## src/design/cfg_regs_defines.vh

```
/*
 Offsets, field positions, reset values and the write masks
 of the stored configuration register bank.
 Assumes inclusion by bare name from design files.
*/
`ifndef CFG_REGS_DEFINES_VH
`define CFG_REGS_DEFINES_VH

`define DIAG_REG_OFFSET 8'hc5
`define CFG_REG_OFFSET 8'hc6
`define ADDR_SRC_REG_OFFSET 8'hc7
`define DIAG_REG_RESET 8'h0f
`define CFG_REG_RESET 8'h00
`define DIAG_BITS_MASK 8'h0f
`define CFG_BITS_MASK 8'h5f
`define ADDR_SRC_MASK 8'h08
`define REG_VOLT_BIT 6
`define EXP_DIM_BIT 4
`define ADDR_SRC_BIT 3
`define STORED_ADDR_RESET 4'h0
`define STORED_ADDR_RESET_ALT 4'h8
`define UNMAPPED_READ 32'h00000000

`endif

```

## src/design/stored_config_diag_addr_regs.v

```verilog
/*
 Stored configuration registers: upper-channel diagnostics
 enables, regulator voltage select, exponential dimming enable,
 stored bus address and the address-source bit, behind an
 Avalon-MM slave with waitrequest.
 Assumes a master that holds its request until waitrequest is low.
 Only byte lane 0 carries data; the other lanes are ignored.
 Apart from the bus address, the stored bits are not copied into any active register here;
 that copy belongs to the logic around this bank.
*/
// Behaviour
// - Bits 3..0 of the first register enable diagnostics for channels 11..8, one enables, each resets to one.
// - Bit 6 of the second register picks the regulator voltage, zero for 5.0 V and one for 4.4 V, reset zero.
// - Bit 4 of the second register turns exponential dimming on when one, reset zero.
// - Bits 3..0 of the second register hold the stored bus address, code n meaning address n.
// - The stored address resets to zero, or to eight in the lettered variant.
// - The bus address comes from the strap pins when the address-source bit is zero, else from the stored field.
`timescale 1ns/1ps
`include "cfg_regs_defines.vh"
module stored_config_diag_addr_regs #(
   parameter ALT_VARIANT = 0
) (
   input wire clk,
   input wire rst,
   input wire [7:0] avs_address,
   input wire avs_read,
   input wire avs_write,
   input wire [31:0] avs_writedata,
   input wire [3:0] avs_byteenable,
   output reg [31:0] avs_readdata,
   output reg avs_waitrequest,
   input wire address_strap_pin_2,
   input wire address_strap_pin_1,
   input wire address_strap_pin_0,
   output reg stored_diag_on_ch_eleven,
   output reg stored_diag_on_ch_ten,
   output reg stored_diag_on_ch_nine,
   output reg stored_diag_on_ch_eight,
   output reg stored_regulator_voltage_sel,
   output reg stored_exponential_dimming_on,
   output reg [3:0] stored_bus_address,
   output reg address_source_select,
   output wire [3:0] active_bus_address
);

   // Stored copies of the three bytes, reserved bits held at zero
   reg [7:0] diag_reg;
   reg [7:0] cfg_reg;
   reg [7:0] src_reg;
   // High in the cycle after a request is taken
   reg served;
   // Request terms, decode and the byte a write would store
   wire req;
   wire wr_go;
   wire rd_go;
   wire hit_diag;
   wire hit_cfg;
   wire hit_src;
   wire [7:0] wbyte;
   wire [3:0] addr_reset_field;
   wire [7:0] addr_reset;

   // Writable bits of each offset; everything else is reserved
   function [7:0] write_mask;
      input [7:0] offset;
      begin
         case (offset)
            `DIAG_REG_OFFSET: write_mask = `DIAG_BITS_MASK;
            `CFG_REG_OFFSET: write_mask = `CFG_BITS_MASK;
            `ADDR_SRC_REG_OFFSET: write_mask = `ADDR_SRC_MASK;
            default: write_mask = 8'h00;
         endcase
      end
   endfunction

   // Keeps only the writable bits of a byte
   function [7:0] merge_byte;
      input [7:0] data;
      input [7:0] mask;
      begin
         merge_byte = data & mask;
      end
   endfunction

   // Compares the bus offset with one mapped byte
   function hits;
      input [7:0] offset;
      input [7:0] target;
      begin
         hits = (offset == target);
      end
   endfunction

   // A request is taken once; the write lands when the master
   // sees waitrequest low, never twice for one held request
   assign req = (avs_read | avs_write) & ~served;
   assign wr_go = avs_write & served & avs_byteenable[0];
   assign rd_go = req & avs_read;

   // One decode line per mapped byte
   assign hit_diag = hits(avs_address, `DIAG_REG_OFFSET);
   assign hit_cfg = hits(avs_address, `CFG_REG_OFFSET);
   assign hit_src = hits(avs_address, `ADDR_SRC_REG_OFFSET);

   // Write byte with reserved bits cleared
   assign wbyte = merge_byte(avs_writedata[7:0], write_mask(avs_address));

   // Only the stored address reset differs between variants
   assign addr_reset_field = ALT_VARIANT ? `STORED_ADDR_RESET_ALT
      : `STORED_ADDR_RESET;
   assign addr_reset = {4'h0, addr_reset_field};

   // One wait cycle, answer on the second edge of a request
   always @(posedge clk) begin
      if (rst) begin
         served <= 1'b0;
         avs_waitrequest <= 1'b1;
      end else begin
         served <= req;
         avs_waitrequest <= ~req;
      end
   end

   // Diagnostics enables; a write without lane 0 is answered, dropped
   always @(posedge clk) begin
      if (rst) begin
         diag_reg <= `DIAG_REG_RESET;
      end else if (wr_go & hit_diag) begin
         diag_reg <= wbyte;
      end
   end

   // Regulator select, dimming enable and stored address
   always @(posedge clk) begin
      if (rst) begin
         cfg_reg <= `CFG_REG_RESET | addr_reset;
      end else if (wr_go & hit_cfg) begin
         cfg_reg <= wbyte;
      end
   end

   // Address-source byte, only its one bit is kept
   always @(posedge clk) begin
      if (rst) begin
         src_reg <= 8'h00;
      end else if (wr_go & hit_src) begin
         src_reg <= wbyte;
      end
   end

   // Read data loaded when the request is taken, so it stands at
   // the edge where the master sees waitrequest low
   always @(posedge clk) begin
      if (rst) begin
         avs_readdata <= `UNMAPPED_READ;
      end else if (rd_go) begin
         if (hit_diag) begin
            avs_readdata <= {24'h0, diag_reg};
         end else if (hit_cfg) begin
            avs_readdata <= {24'h0, cfg_reg};
         end else if (hit_src) begin
            avs_readdata <= {24'h0, src_reg};
         end else begin
            // Unmapped offsets read zero rather than erroring
            avs_readdata <= `UNMAPPED_READ;
         end
      end
   end

   // Diagnostics outputs, one edge behind the stored bits
   always @(posedge clk) begin
      if (rst) begin
         {stored_diag_on_ch_eleven, stored_diag_on_ch_ten,
            stored_diag_on_ch_nine, stored_diag_on_ch_eight} <= 4'hf;
      end else begin
         {stored_diag_on_ch_eleven, stored_diag_on_ch_ten,
            stored_diag_on_ch_nine, stored_diag_on_ch_eight}
            <= diag_reg[3:0];
      end
   end

   // Regulator, dimming and address outputs
   always @(posedge clk) begin
      if (rst) begin
         stored_regulator_voltage_sel <= 1'b0;
         stored_exponential_dimming_on <= 1'b0;
         stored_bus_address <= addr_reset_field;
      end else begin
         stored_regulator_voltage_sel <= cfg_reg[`REG_VOLT_BIT];
         stored_exponential_dimming_on <= cfg_reg[`EXP_DIM_BIT];
         stored_bus_address <= cfg_reg[3:0];
      end
   end

   // Address-source output
   always @(posedge clk) begin
      if (rst) begin
         address_source_select <= 1'b0;
      end else begin
         address_source_select <= src_reg[`ADDR_SRC_BIT];
      end
   end

   // Uses the stored bits directly to save a cycle of lag
   bus_address_select u_addr_sel (
      .clk(clk),
      .rst(rst),
      .address_source_select(src_reg[`ADDR_SRC_BIT]),
      .stored_bus_address(cfg_reg[3:0]),
      .address_strap_pin_2(address_strap_pin_2),
      .address_strap_pin_1(address_strap_pin_1),
      .address_strap_pin_0(address_strap_pin_0),
      .active_bus_address(active_bus_address)
   );
endmodule

```

## src/design/bus_address_select.v

```verilog
/*
 Picks the bus address the device answers to: the strap pins or
 the stored address field.
 Assumes strap pins are steady and synchronous to clk.
*/
`timescale 1ns/1ps
module bus_address_select (
   input wire clk,
   input wire rst,
   input wire address_source_select,
   input wire [3:0] stored_bus_address,
   input wire address_strap_pin_2,
   input wire address_strap_pin_1,
   input wire address_strap_pin_0,
   output reg [3:0] active_bus_address
);

   // Strap address has three pins, so its top bit is zero
   always @(posedge clk) begin
      if (rst) begin
         active_bus_address <= 4'h0;
      end else if (address_source_select) begin
         active_bus_address <= stored_bus_address;
      end else begin
         active_bus_address <= {1'b0, address_strap_pin_2,
            address_strap_pin_1, address_strap_pin_0};
      end
   end
endmodule

```

## config.mk

```make
export PLATFORM = sky130hd
export DESIGN_NAME = stored_config_diag_addr_regs
export DESIGN_NICKNAME = d
export VERILOG_FILES = /design/src/design/stored_config_diag_addr_regs.v /design/src/design/bus_address_select.v
export VERILOG_INCLUDE_DIRS = /design/src /design/src/design
export SDC_FILE = /design/constraint.sdc
export NUM_CORES = 1
export LEC_CHECK = 0
export BUFFER_PORTS_ARGS = -buffer_cell sky130_fd_sc_hd__buf_4
export CAP_MARGIN = 5
export CORE_AREA = 10 10 70 84
export CTS_CLUSTER_SIZE = 12
export DETAILED_ROUTE_END_ITERATION = 8
export DIE_AREA = 0 0 80 94
export GPL_TIMING_DRIVEN = 0
export PLACE_DENSITY = 0.72
export SETUP_SLACK_MARGIN = 0.15
export SLEW_MARGIN = 20
export SYNTH_ARGS = -nofsm -noshare
export SYNTH_HDL_FRONTEND = slang
export SYNTH_HIERARCHICAL = 1
export SYNTH_SLANG_ARGS = --single-unit
```

## constraint.sdc

```tcl
create_clock -name clk -period 2.2 [get_ports clk]
set_clock_uncertainty 0.1 [all_clocks]
set_input_delay 0.44 -clock clk [delete_from_list [all_inputs] [get_ports clk]]
set_output_delay 0.44 -clock clk [all_outputs]
set_load 0.03 [all_outputs]
```

==> results of run 1 <==
power by group through the flow:
stage | logic, mW | clock network (mW) | registers [mW]
6_report | 0.204 | 0.615 | 0.750
2_1_floorplan | 0.143 | 0 | 0.776
4_1_cts | 0.201 | 0.628 | 0.750
5_1_grt | 0.221 | 0.665 | 0.750
3_5_place_dp | 0.201 | 0 | 0.767
3_3_place_gp | 0.200 | 0 | 0.767
cell usage after synthesis:
cell	count
a21o_2	6
and2_1	7
and3_1	2
and3b_2	1
buf_2	1
buf_4	26
buf_6	2
clkbuf_1	4
conb_1	1
dfxtp_1	41
inv_1	6
mux2_2	7
mux2i_1	7
nand2_1	1
nand2b_1	3
nand3_1	1
nand4bb_2	1
nand4bb_4	1
nor2_1	12
nor2b_1	13
nor4_1	1
nor4_4	1
o21a_1	2
o221ai_1	6
o2bb2ai_1	6
o41a_1	1
or3_1	1
or4_1	1
routing by layer:
metal	vias up	wire [um]	GRT usage
met5	-	0	0
met4	0	46	0.0309
met3	6	466	0.0699
met2	49	1580	0.153
met1	506	1490	0.108
li1	644	-	-
through the flow:
step | worst slack, ns | total power, mW | cells | cell area (um^2)
floorplan | 0.465 | 0.920 | 187 | 1820
global placement | 0.197 | 0.967 | 284 | 2190
detailed placement | 0.188 | 0.968 | 284 | 2190
CTS | 0.500 | 1.58 | 292 | 2310
global route | 0.408 | 1.64 | 292 | 2310
finish | 0.508 | 1.57 | 292 | 2310
worst reg2reg max path: stages (launching register included):
cell and delay (ns):
dfxtp_1 0.34, nand3_1 0.19, nor4_4 0.42, mux2_2 0.39
logic make-up (layout without fill, tap and decap cells):
group           after synthesis  after routing
flops                        41             41
buf+inv                      39             88
mux                          14             14
other cells                   1             26
simple gates                 46             46
compound gates               21             21
cell type report:
| cell class | count | share of cell area |
|---|---|---|
| plain buffers | 33 | 0.103 |
| clock buffers | 6 | 0.0357 |
| repair buffers | 41 | 0.133 |
| well taps | 56 | 0.0303 |
| inverters | 6 | 0.00973 |
| flip-flops and latches | 41 | 0.355 |
| multi-input cells | 107 | 0.318 |
| clock inverters | 2 | 0.0162 |
final timing paths:
| check | from | cells after the start | endpoint | slack [ns] |
|---|---|---|---|---|
| worst max register to register | served | 3 | cfg_reg[1] | 0.65 |
| worst max-delay path | avs_address[4] | 4 | cfg_reg[1] | 0.51 |
| worst min register to register | diag_reg[3] | 2 | stored_diag_on_ch_eleven | 0.36 |
| worst min-delay path | avs_write | 2 | served | 0.28 |
layout by cell type, fill, tap and decap left out, drive strengths merged, types with 3 or more instances in the layout:
cell     netlist  routed
mux2i          7       7
o2bb2ai        6       6
nor2b         13      13
conb           1      26
nand2b         3       3
a21o           6       6
clkbuf         4      10
inv            6       6
and2           7       7
nor2          12      12
dfxtp         41      41
mux2           7       7
buf           29      70
o221ai         6       6
==> results.py, run 1 <==
metrics = {
    "floorplanning": {
        "rows": 26,
        "io_pins": 99,
        "die-area_um2": 7520,
        "dieHeight_um": 94,
        "die_w_um": 80,
        "floorplan.initialDensity": 0.407,
        "coreArea_um2": 4230,
    },
    "global_route": {
        "grt_pass1_vias": 1302,
        "overflow": 0,
        "grt_use_total": 0.100,
        "grt_max_degree": 14,
        "grt_pass1_wl_mm": 6.07,
        "antenna_found_initial": 0,
    },
    "sta": {
        "min_period_ns": 1.69,
        "slew_viol_final": 0,
        "grt_setup_unrepaired": "false",
        "fmaxAchievable_mhz": 591,
        "setup-tns-final_ns": 0,
        "post-route-period-util": 0.769,
        "hold_violations": 0,
        "setup_violations": 0,
        "holdWs_ns": 0.275,
    },
    "pwr": {
        "power.share.clock": 0.392,
        "combPwrFrac": 0.130,
        "switching_share": 0.234,
        "peakVddDrop_mv": 0.328,
        "pwr-share-seq": 0.478,
        "p_leak_nw": 1.11,
        "p_switching_mw": 0.367,
        "p_per_area_nw_per_um2": 677,
        "p_int_mw": 1.20,
    },
    "place": {
        "dp_hpwl_mm": 2.95,
        "routabilityCongestion": 0.763,
        "port_buffers": 41,
    },
    "finish": {
        "fillCellCount": 411,
        "antennaDiodeCount": 0,
        "syn_to_final_growth_pct": 34.4,
        "final-seq-area_um2": 821,
        "drive_above_1_share": 0.403,
        "final_nets": 286,
        "multi_input_area_um2": 736,
        "post-route-util": 0.547,
    },
    "synth": {
        "synth_top_area_cell": "dfxtp_1",
        "synth_top_area_frac": 0.476,
        "synth-seq-area-share": 0.476,
        "synth.distinct_cells": 28,
        "syn_area_um2": 1720,
        "synth_warnings": 6,
        "ys_ff_latch": 41,
        "synth_area_leaders": "dfxtp_1, buf_4, nor2b_1, mux2_2, mux2i_1",
        "synth_xor_area_frac": 0,
        "synth.mux.area_fraction": 0.0864,
        "synthAdderAreaFrac": 0,
        "synth_top_family_by_area": "simple AND/OR/NAND/NOR gates",
        "synth_compound_area_frac": 0.107,
        "synth_cells": 162,
        "yosys.area_share.simple": 0.177,
        "syn_avg_cell_area_um2": 10.6,
    },
    "worst_setup_path": {
        "crit_buf_inv": 1,
        "crit_chain": "buf_4 > nand4bb_2 > nor4_4 > mux2_2",
        "crit_slowest_cell": "nor4_4",
        "cp.required_ns": 2.28,
        "start_kind": "input port",
        "cp_top_family": "simple AND/OR/NAND/NOR gates",
        "crit_type": "input port to flip-flop",
        "crit_path_max_fanout": 6,
        "max_stage_delay_ns": 0.53,
        "cp-end-kind": "flip-flop",
        "arrival_ns": 1.77,
    },
    "clock_network": {
        "cts_setup_buffers": 0,
        "cts-root-buf": "clkbuf_8",
        "cts_tree": "built",
        "clk_latency_ns": 0.29,
        "cts_sinks": 41,
        "cts_buffer_depth": 2,
        "htreeDepth": 2,
        "hold_buffers": 0,
        "path_clk_slew_ns": 0.08,
        "cts_resized": 0,
        "cts-buffers-inserted": 5,
    },
    "routing": {
        "vias": 1205,
        "antenna_left": 0,
        "route.detailed.drc": 0,
        "drt-vias-per-instance": 4.13,
        "first_iter_violations": 45,
        "finalWirelength_mm": 3.58,
        "firstDrtPassIters": 4,
        "wl_per_cell_um": 12.3,
    },
    "worst_hold_path": {
        "holdCritPathClass": "input port to flip-flop",
    },
    "run_status": {
        "status": "finished clean",
    },
    "job": {
        "drv_cap": 0,
    },
}
Note: power is estimated with default switching activity, not from simulation.
==> run 2, diff against run 1 <==
--- a/config.mk
+++ b/config.mk
@@ -8,12 +8,12 @@
 export LEC_CHECK = 0
 export BUFFER_PORTS_ARGS = -buffer_cell sky130_fd_sc_hd__buf_4
 export CAP_MARGIN = 5
-export CORE_AREA = 10 10 70 84
+export CORE_AREA = 10 10 72 86
 export CTS_CLUSTER_SIZE = 12
 export DETAILED_ROUTE_END_ITERATION = 8
-export DIE_AREA = 0 0 80 94
+export DIE_AREA = 0 0 82 96
 export GPL_TIMING_DRIVEN = 0
-export PLACE_DENSITY = 0.72
+export PLACE_DENSITY = 0.71
 export SETUP_SLACK_MARGIN = 0.15
 export SLEW_MARGIN = 20
 export SYNTH_ARGS = -nofsm -noshare
==> constraint.sdc (replaced) <==
create_clock -name clk -period 1.4 [get_ports clk]
set_clock_uncertainty 0.1 [all_clocks]
set_input_delay 0.28 -clock clk [delete_from_list [all_inputs] [get_ports clk]]
set_output_delay 0.28 -clock clk [all_outputs]
set_load 0.03 [all_outputs]
==> run 2 against run 1 <==
Via count grew 7.4%. Routed wire length grew 12%. Combinational power grew 74%. Final cell count grew 1.7%. Largest power group unchanged. The run now ends with negative setup slack left. Sequential share of layout area shrank 2.5 points. Die area grew 4.7%. Non-clock buffer count grew 3. Hold slack lost 0.15 ns. Register-to-register slack lost 0.68 ns. Critical endpoint is now avs_readdata[1]. Clock-buffer cell count is the same.
==> results.py, run 2 (synthesized netlist as in run 1, its figures left out) <==
metrics = {
    "global_route": {
        "grt_pass1_wl_mm": 6.31,
        "grt_use_total": 0.102,
        "overflow": 0,
        "grt_max_degree": 14,
        "grt_pass1_vias": 1351,
        "antenna_found_initial": 0,
    },
    "worst_setup_path": {
        "crit_type": "flip-flop to flip-flop",
        "rr_startpoint": "served",
        "cp-end-kind": "flip-flop",
        "cp.required_ns": 1.53,
        "crit_path_max_fanout": 6,
        "critPathLaunch": "served",
        "start_kind": "flip-flop",
        "arrival_ns": 1.56,
    },
    "finish": {
        "final_nets": 289,
        "fillCellCount": 407,
        "final_common_cell": "buf_4",
        "drive_above_1_share": 0.473,
        "design_area_um2": 2510,
        "final_cell_mix": "buf_4, dfxtp_1, conb_1",
        "syn_to_final_growth_pct": 45.5,
        "antennaDiodeCount": 0,
        "multi_input_area_um2": 866,
        "post-route-util": 0.554,
        "final-seq-area_um2": 826,
    },
    "sta": {
        "grt_setup_unrepaired": "true",
        "holdWs_ns": 0.125,
        "post-route-period-util": 1.02,
        "fmaxAchievable_mhz": 701,
        "slew_viol_final": 0,
        "min_period_ns": 1.43,
        "hold_violations": 0,
        "setup_violations": 3,
        "worst_slack_ns": -0.0267,
    },
    "pwr": {
        "combPwrFrac": 0.141,
        "pwr-share-seq": 0.467,
        "p_total_mw": 2.52,
        "p_per_area_nw_per_um2": 1010,
        "power.share.clock": 0.392,
        "p_switching_mw": 0.617,
        "peakVddDrop_mv": 0.554,
        "p_leak_nw": 1.18,
        "p_int_mw": 1.91,
        "switching_share": 0.245,
    },
    "clock_network": {
        "htreeDepth": 2,
        "cts_buffer_depth": 2,
        "cts-root-buf": "clkbuf_8",
        "cts-buffers-inserted": 5,
        "cts_tree": "built",
        "clk_latency_ns": 0.29,
        "path_clk_slew_ns": 0.08,
        "cts_sinks": 41,
    },
    "place": {
        "placed_cell_area_um2": 2250,
        "dp_hpwl_mm": 3.10,
        "dpl_worst_slack_ns": -0.387,
        "routabilityCongestion": 0.746,
        "port_buffers": 41,
    },
    "floorplanning": {
        "rows": 27,
        "floorplan.initialDensity": 0.381,
        "io_pins": 99,
        "die_w_um": 82,
        "coreArea_um2": 4530,
        "dieHeight_um": 96,
        "die-area_um2": 7870,
    },
    "routing": {
        "firstDrtPassIters": 4,
        "top_layer": "met4",
        "wl_met1_mm": 1.53,
        "wl_met2_mm": 1.95,
        "drt-vias-per-instance": 4.36,
        "route.detailed.drc": 0,
        "finalWirelength_mm": 4.01,
        "first_iter_violations": 38,
        "wl_met3_um": 424,
        "wl_per_cell_um": 13.5,
        "vias": 1294,
        "antenna_left": 0,
    },
    "run_status": {
        "status": "finished, violations left",
        "violations": "negative setup slack",
    },
    "worst_hold_path": {
        "min-delay-start": "address_strap_pin_1",
        "holdCritPathClass": "input port to flip-flop",
    },
    "job": {
        "drv_cap": 0,
    },
}
==> run 2: what timing repair did <==
item                                    CTS  global route
endpoints found under the setup margin   24            26
hold buffers                              0             0
pin swaps                                 4             3
hold endpoints to repair                  0             0
buffers inserted                          2             1
resized for setup                        12            14
==> run 2: path summary, 6_finish.rpt <==
check	to	cells after the start	slack, ns
hold reg to reg	avs_readdata[2]	1	0.37
hold / removal	u_addr_sel/active_bus_address[1]	3	0.12
setup / recovery	avs_readdata[1]	4	-0.03
setup reg to reg	avs_readdata[1]	4	-0.03
==> run 2: critical path, stage by stage, from the launching register on <==
cell	delay [ns]
dfxtp_4	0.36
nand2b_4	0.14
or4_4	0.49
buf_8	0.15
o2bb2ai_2	0.13
==> run 2: power by group through the flow <==
stage | Sequential (mW) | Combinational, mW | Clock [mW]
floorplan | 1.22 | 0.237 | 0
global placement | 1.20 | 0.330 | 0
detailed placement | 1.21 | 0.332 | 0
CTS | 1.18 | 0.345 | 0.998
global route | 1.18 | 0.386 | 1.04
finish | 1.18 | 0.355 | 0.989
==> run 2: final cells by class <==
class | count | share of cell area
multi-input combinational | 107 | 0.345
timing repair buffer | 44 | 0.136
sequential | 41 | 0.329
tap | 58 | 0.0289
clock buffer | 6 | 0.0329
inverter | 6 | 0.00898
buffer | 33 | 0.103
clock inverter | 2 | 0.0150
==> run 2: layer usage <==
| layer | track usage | vias up |
|---|---|---|
| met2 | 0.175 | 50 |
| met4 | 0.0511 | 0 |
| li1 | - | 650 |
| met3 | 0.0373 | 8 |
| met5 | 0 | - |
| met1 | 0.107 | 586 |
==> run 2: stage by stage <==
step,cells,TNS [ns]
3_5_place_dp,286,-4.72
6_report,297,-0.0346
3_3_place_gp,286,-4.76
4_1_cts,296,-0.0597
2_1_floorplan,187,-1.25
5_1_grt,297,-0.236
==> run 3, diff against run 2 <==
--- a/config.mk
+++ b/config.mk
@@ -12,7 +12,7 @@
 export CTS_CLUSTER_SIZE = 12
 export DETAILED_ROUTE_END_ITERATION = 8
 export DIE_AREA = 0 0 82 96
-export GPL_TIMING_DRIVEN = 0
+export HOLD_SLACK_MARGIN = 0.08
 export PLACE_DENSITY = 0.71
 export SETUP_SLACK_MARGIN = 0.15
 export SLEW_MARGIN = 20
==> run 3 against run 2 <==
The flow now finishes without violations. Final cell count shrank 8.4%. Non-clock buffer count shrank 25. Setup slack gained 0.053 ns. Routed wire length shrank 6.4%. Sequential share of layout area grew 1.9 points. Clock power grew 15%. Largest power group unchanged. Largest cell class unchanged. First-iteration DRC count shrank 16%. Combinational power shrank 12%. Hold slack lost 0.012 ns. Sequential cell count is the same. Power grew 4.4%.
==> results.py, run 3 (synthesized netlist as in run 1, its figures left out) <==
metrics = {
    "run_status": {
        "status": "finished clean",
    },
    "pwr": {
        "p_leak_nw": 1.07,
        "p_per_area_nw_per_um2": 1110,
        "peakVddDrop_mv": 0.590,
    },
    "finish": {
        "syn_to_final_growth_pct": 37.1,
        "fillCellCount": 426,
        "final_common_cell": "buf_4",
        "final_nets": 264,
        "final-seq-area_um2": 823,
        "drive_above_1_share": 0.444,
        "final_cell_mix": "buf_4, dfxtp_1, conb_1",
        "antennaDiodeCount": 0,
        "multi_input_area_um2": 887,
    },
    "place": {
        "port_buffers": 43,
        "routabilityCongestion": 0.793,
        "dpl_worst_slack_ns": -0.282,
        "dp_hpwl_mm": 2.92,
    },
    "worst_setup_path": {
        "start_kind": "flip-flop",
        "crit_slowest_cell": "or4_4",
        "regToRegSetupSlack_ns": 0.03,
        "crit_type": "flip-flop to flip-flop",
        "cp.required_ns": 1.53,
        "crit_path_max_fanout": 6,
        "max_stage_delay_ns": 0.58,
        "rr_startpoint": "served",
        "critPathLaunch": "served",
        "cp-end-kind": "flip-flop",
        "arrival_ns": 1.50,
        "crit_chain": "nand2b_4 > or4_4 > o2bb2ai_2",
    },
    "clock_network": {
        "cts-buffers-inserted": 5,
        "cts_sinks": 41,
        "clk_latency_ns": 0.30,
        "path_clk_slew_ns": 0.09,
        "cts_tree": "built",
        "hold_buffers": 0,
        "cts_setup_buffers": 0,
        "cts-root-buf": "clkbuf_8",
        "htreeDepth": 2,
        "cts_buffer_depth": 2,
    },
    "routing": {
        "firstDrtPassIters": 4,
        "antenna_left": 0,
        "finalWirelength_mm": 3.75,
        "first_iter_violations": 32,
        "route.detailed.drc": 0,
        "drt-vias-per-instance": 4.47,
        "vias": 1216,
        "wl_per_cell_um": 13.8,
    },
    "global_route": {
        "grt_pass1_vias": 1291,
        "antenna_found_initial": 0,
        "grt_pass1_wl_mm": 5.89,
        "grt_max_degree": 20,
        "overflow": 0,
        "grt_use_total": 0.0938,
    },
    "floorplanning": {
        "die-area_um2": 7870,
        "die_w_um": 82,
        "coreArea_um2": 4530,
        "dieHeight_um": 96,
        "rows": 27,
        "io_pins": 99,
        "floorplan.initialDensity": 0.381,
    },
    "job": {
        "drv_cap": 0,
    },
    "sta": {
        "hold_violations": 0,
        "setup_violations": 0,
        "holdWs_ns": 0.112,
        "post-route-period-util": 0.981,
        "worst_slack_ns": 0.0265,
        "slew_viol_final": 0,
        "fmaxAchievable_mhz": 728,
        "grt_setup_unrepaired": "true",
        "min_period_ns": 1.37,
    },
    "worst_hold_path": {
        "holdCritPathClass": "input port to flip-flop",
        "min-delay-start": "address_strap_pin_1",
    },
}
-- run 3: metal layers --
metal / vias up / wire, um / global-route usage
li1: 600 / - / -
met1: 562 / 1450 / 0.102
met2: 48 / 1810 / 0.154
met3: 6 / 416 / 0.0364
met4: 0 / 69 / 0.0469
met5: - / 0 / 0
-- run 3: worst paths after layout --
kind	end	cells past startpoint
worst max-delay path	avs_readdata[1]	3
worst min-delay path	u_addr_sel/active_bus_address[1]	3
worst max register to register	avs_readdata[1]	3
worst min register to register	stored_diag_on_ch_eleven	2
-- run 3: worst max-delay path, delay by kind of cell, from the launching register on --
family,cells,cell delay (ns)
compound gates,1,0.14
flops,1,0.34
simple gates,2,0.72
-- run 3: layout make-up --
class	instances	area share
sequential	41	0.349
timing repair buffer	52	0.177
clock buffer	5	0.0291
inverter	6	0.00953
tap	58	0.0307
multi-input combinational	107	0.376
clock inverter	3	0.0291
-- run 3: timing repair --
| item | in CTS | in global routing |
|---|---|---|
| gates resized for setup | 18 | 6 |
| pin swaps | 3 | 2 |
| setup endpoints to repair | 24 | 26 |
| endpoints found under the hold margin | 0 | 0 |
-- run 3: report_power, final --
group	switching, mW	total (mW)	internal, mW
clock network	0.425	1.14	0.718
registers	0.00449	1.18	1.17
logic	0.196	0.311	0.115
total	0.626	2.63	2.01
-- run 3: through the flow --
step,util,power (mW),area [um^2],cells,setup TNS (ns)
after floorplan,-,1.46,1870,187,-1.25
after global placement,0.465,1.50,2100,264,-3.99
after detailed placement,0.465,1.50,2100,264,-4.13
after CTS,0.516,2.65,2330,272,0
after global routing,0.522,2.72,2360,272,-0.00179
final,0.522,2.63,2360,272,0
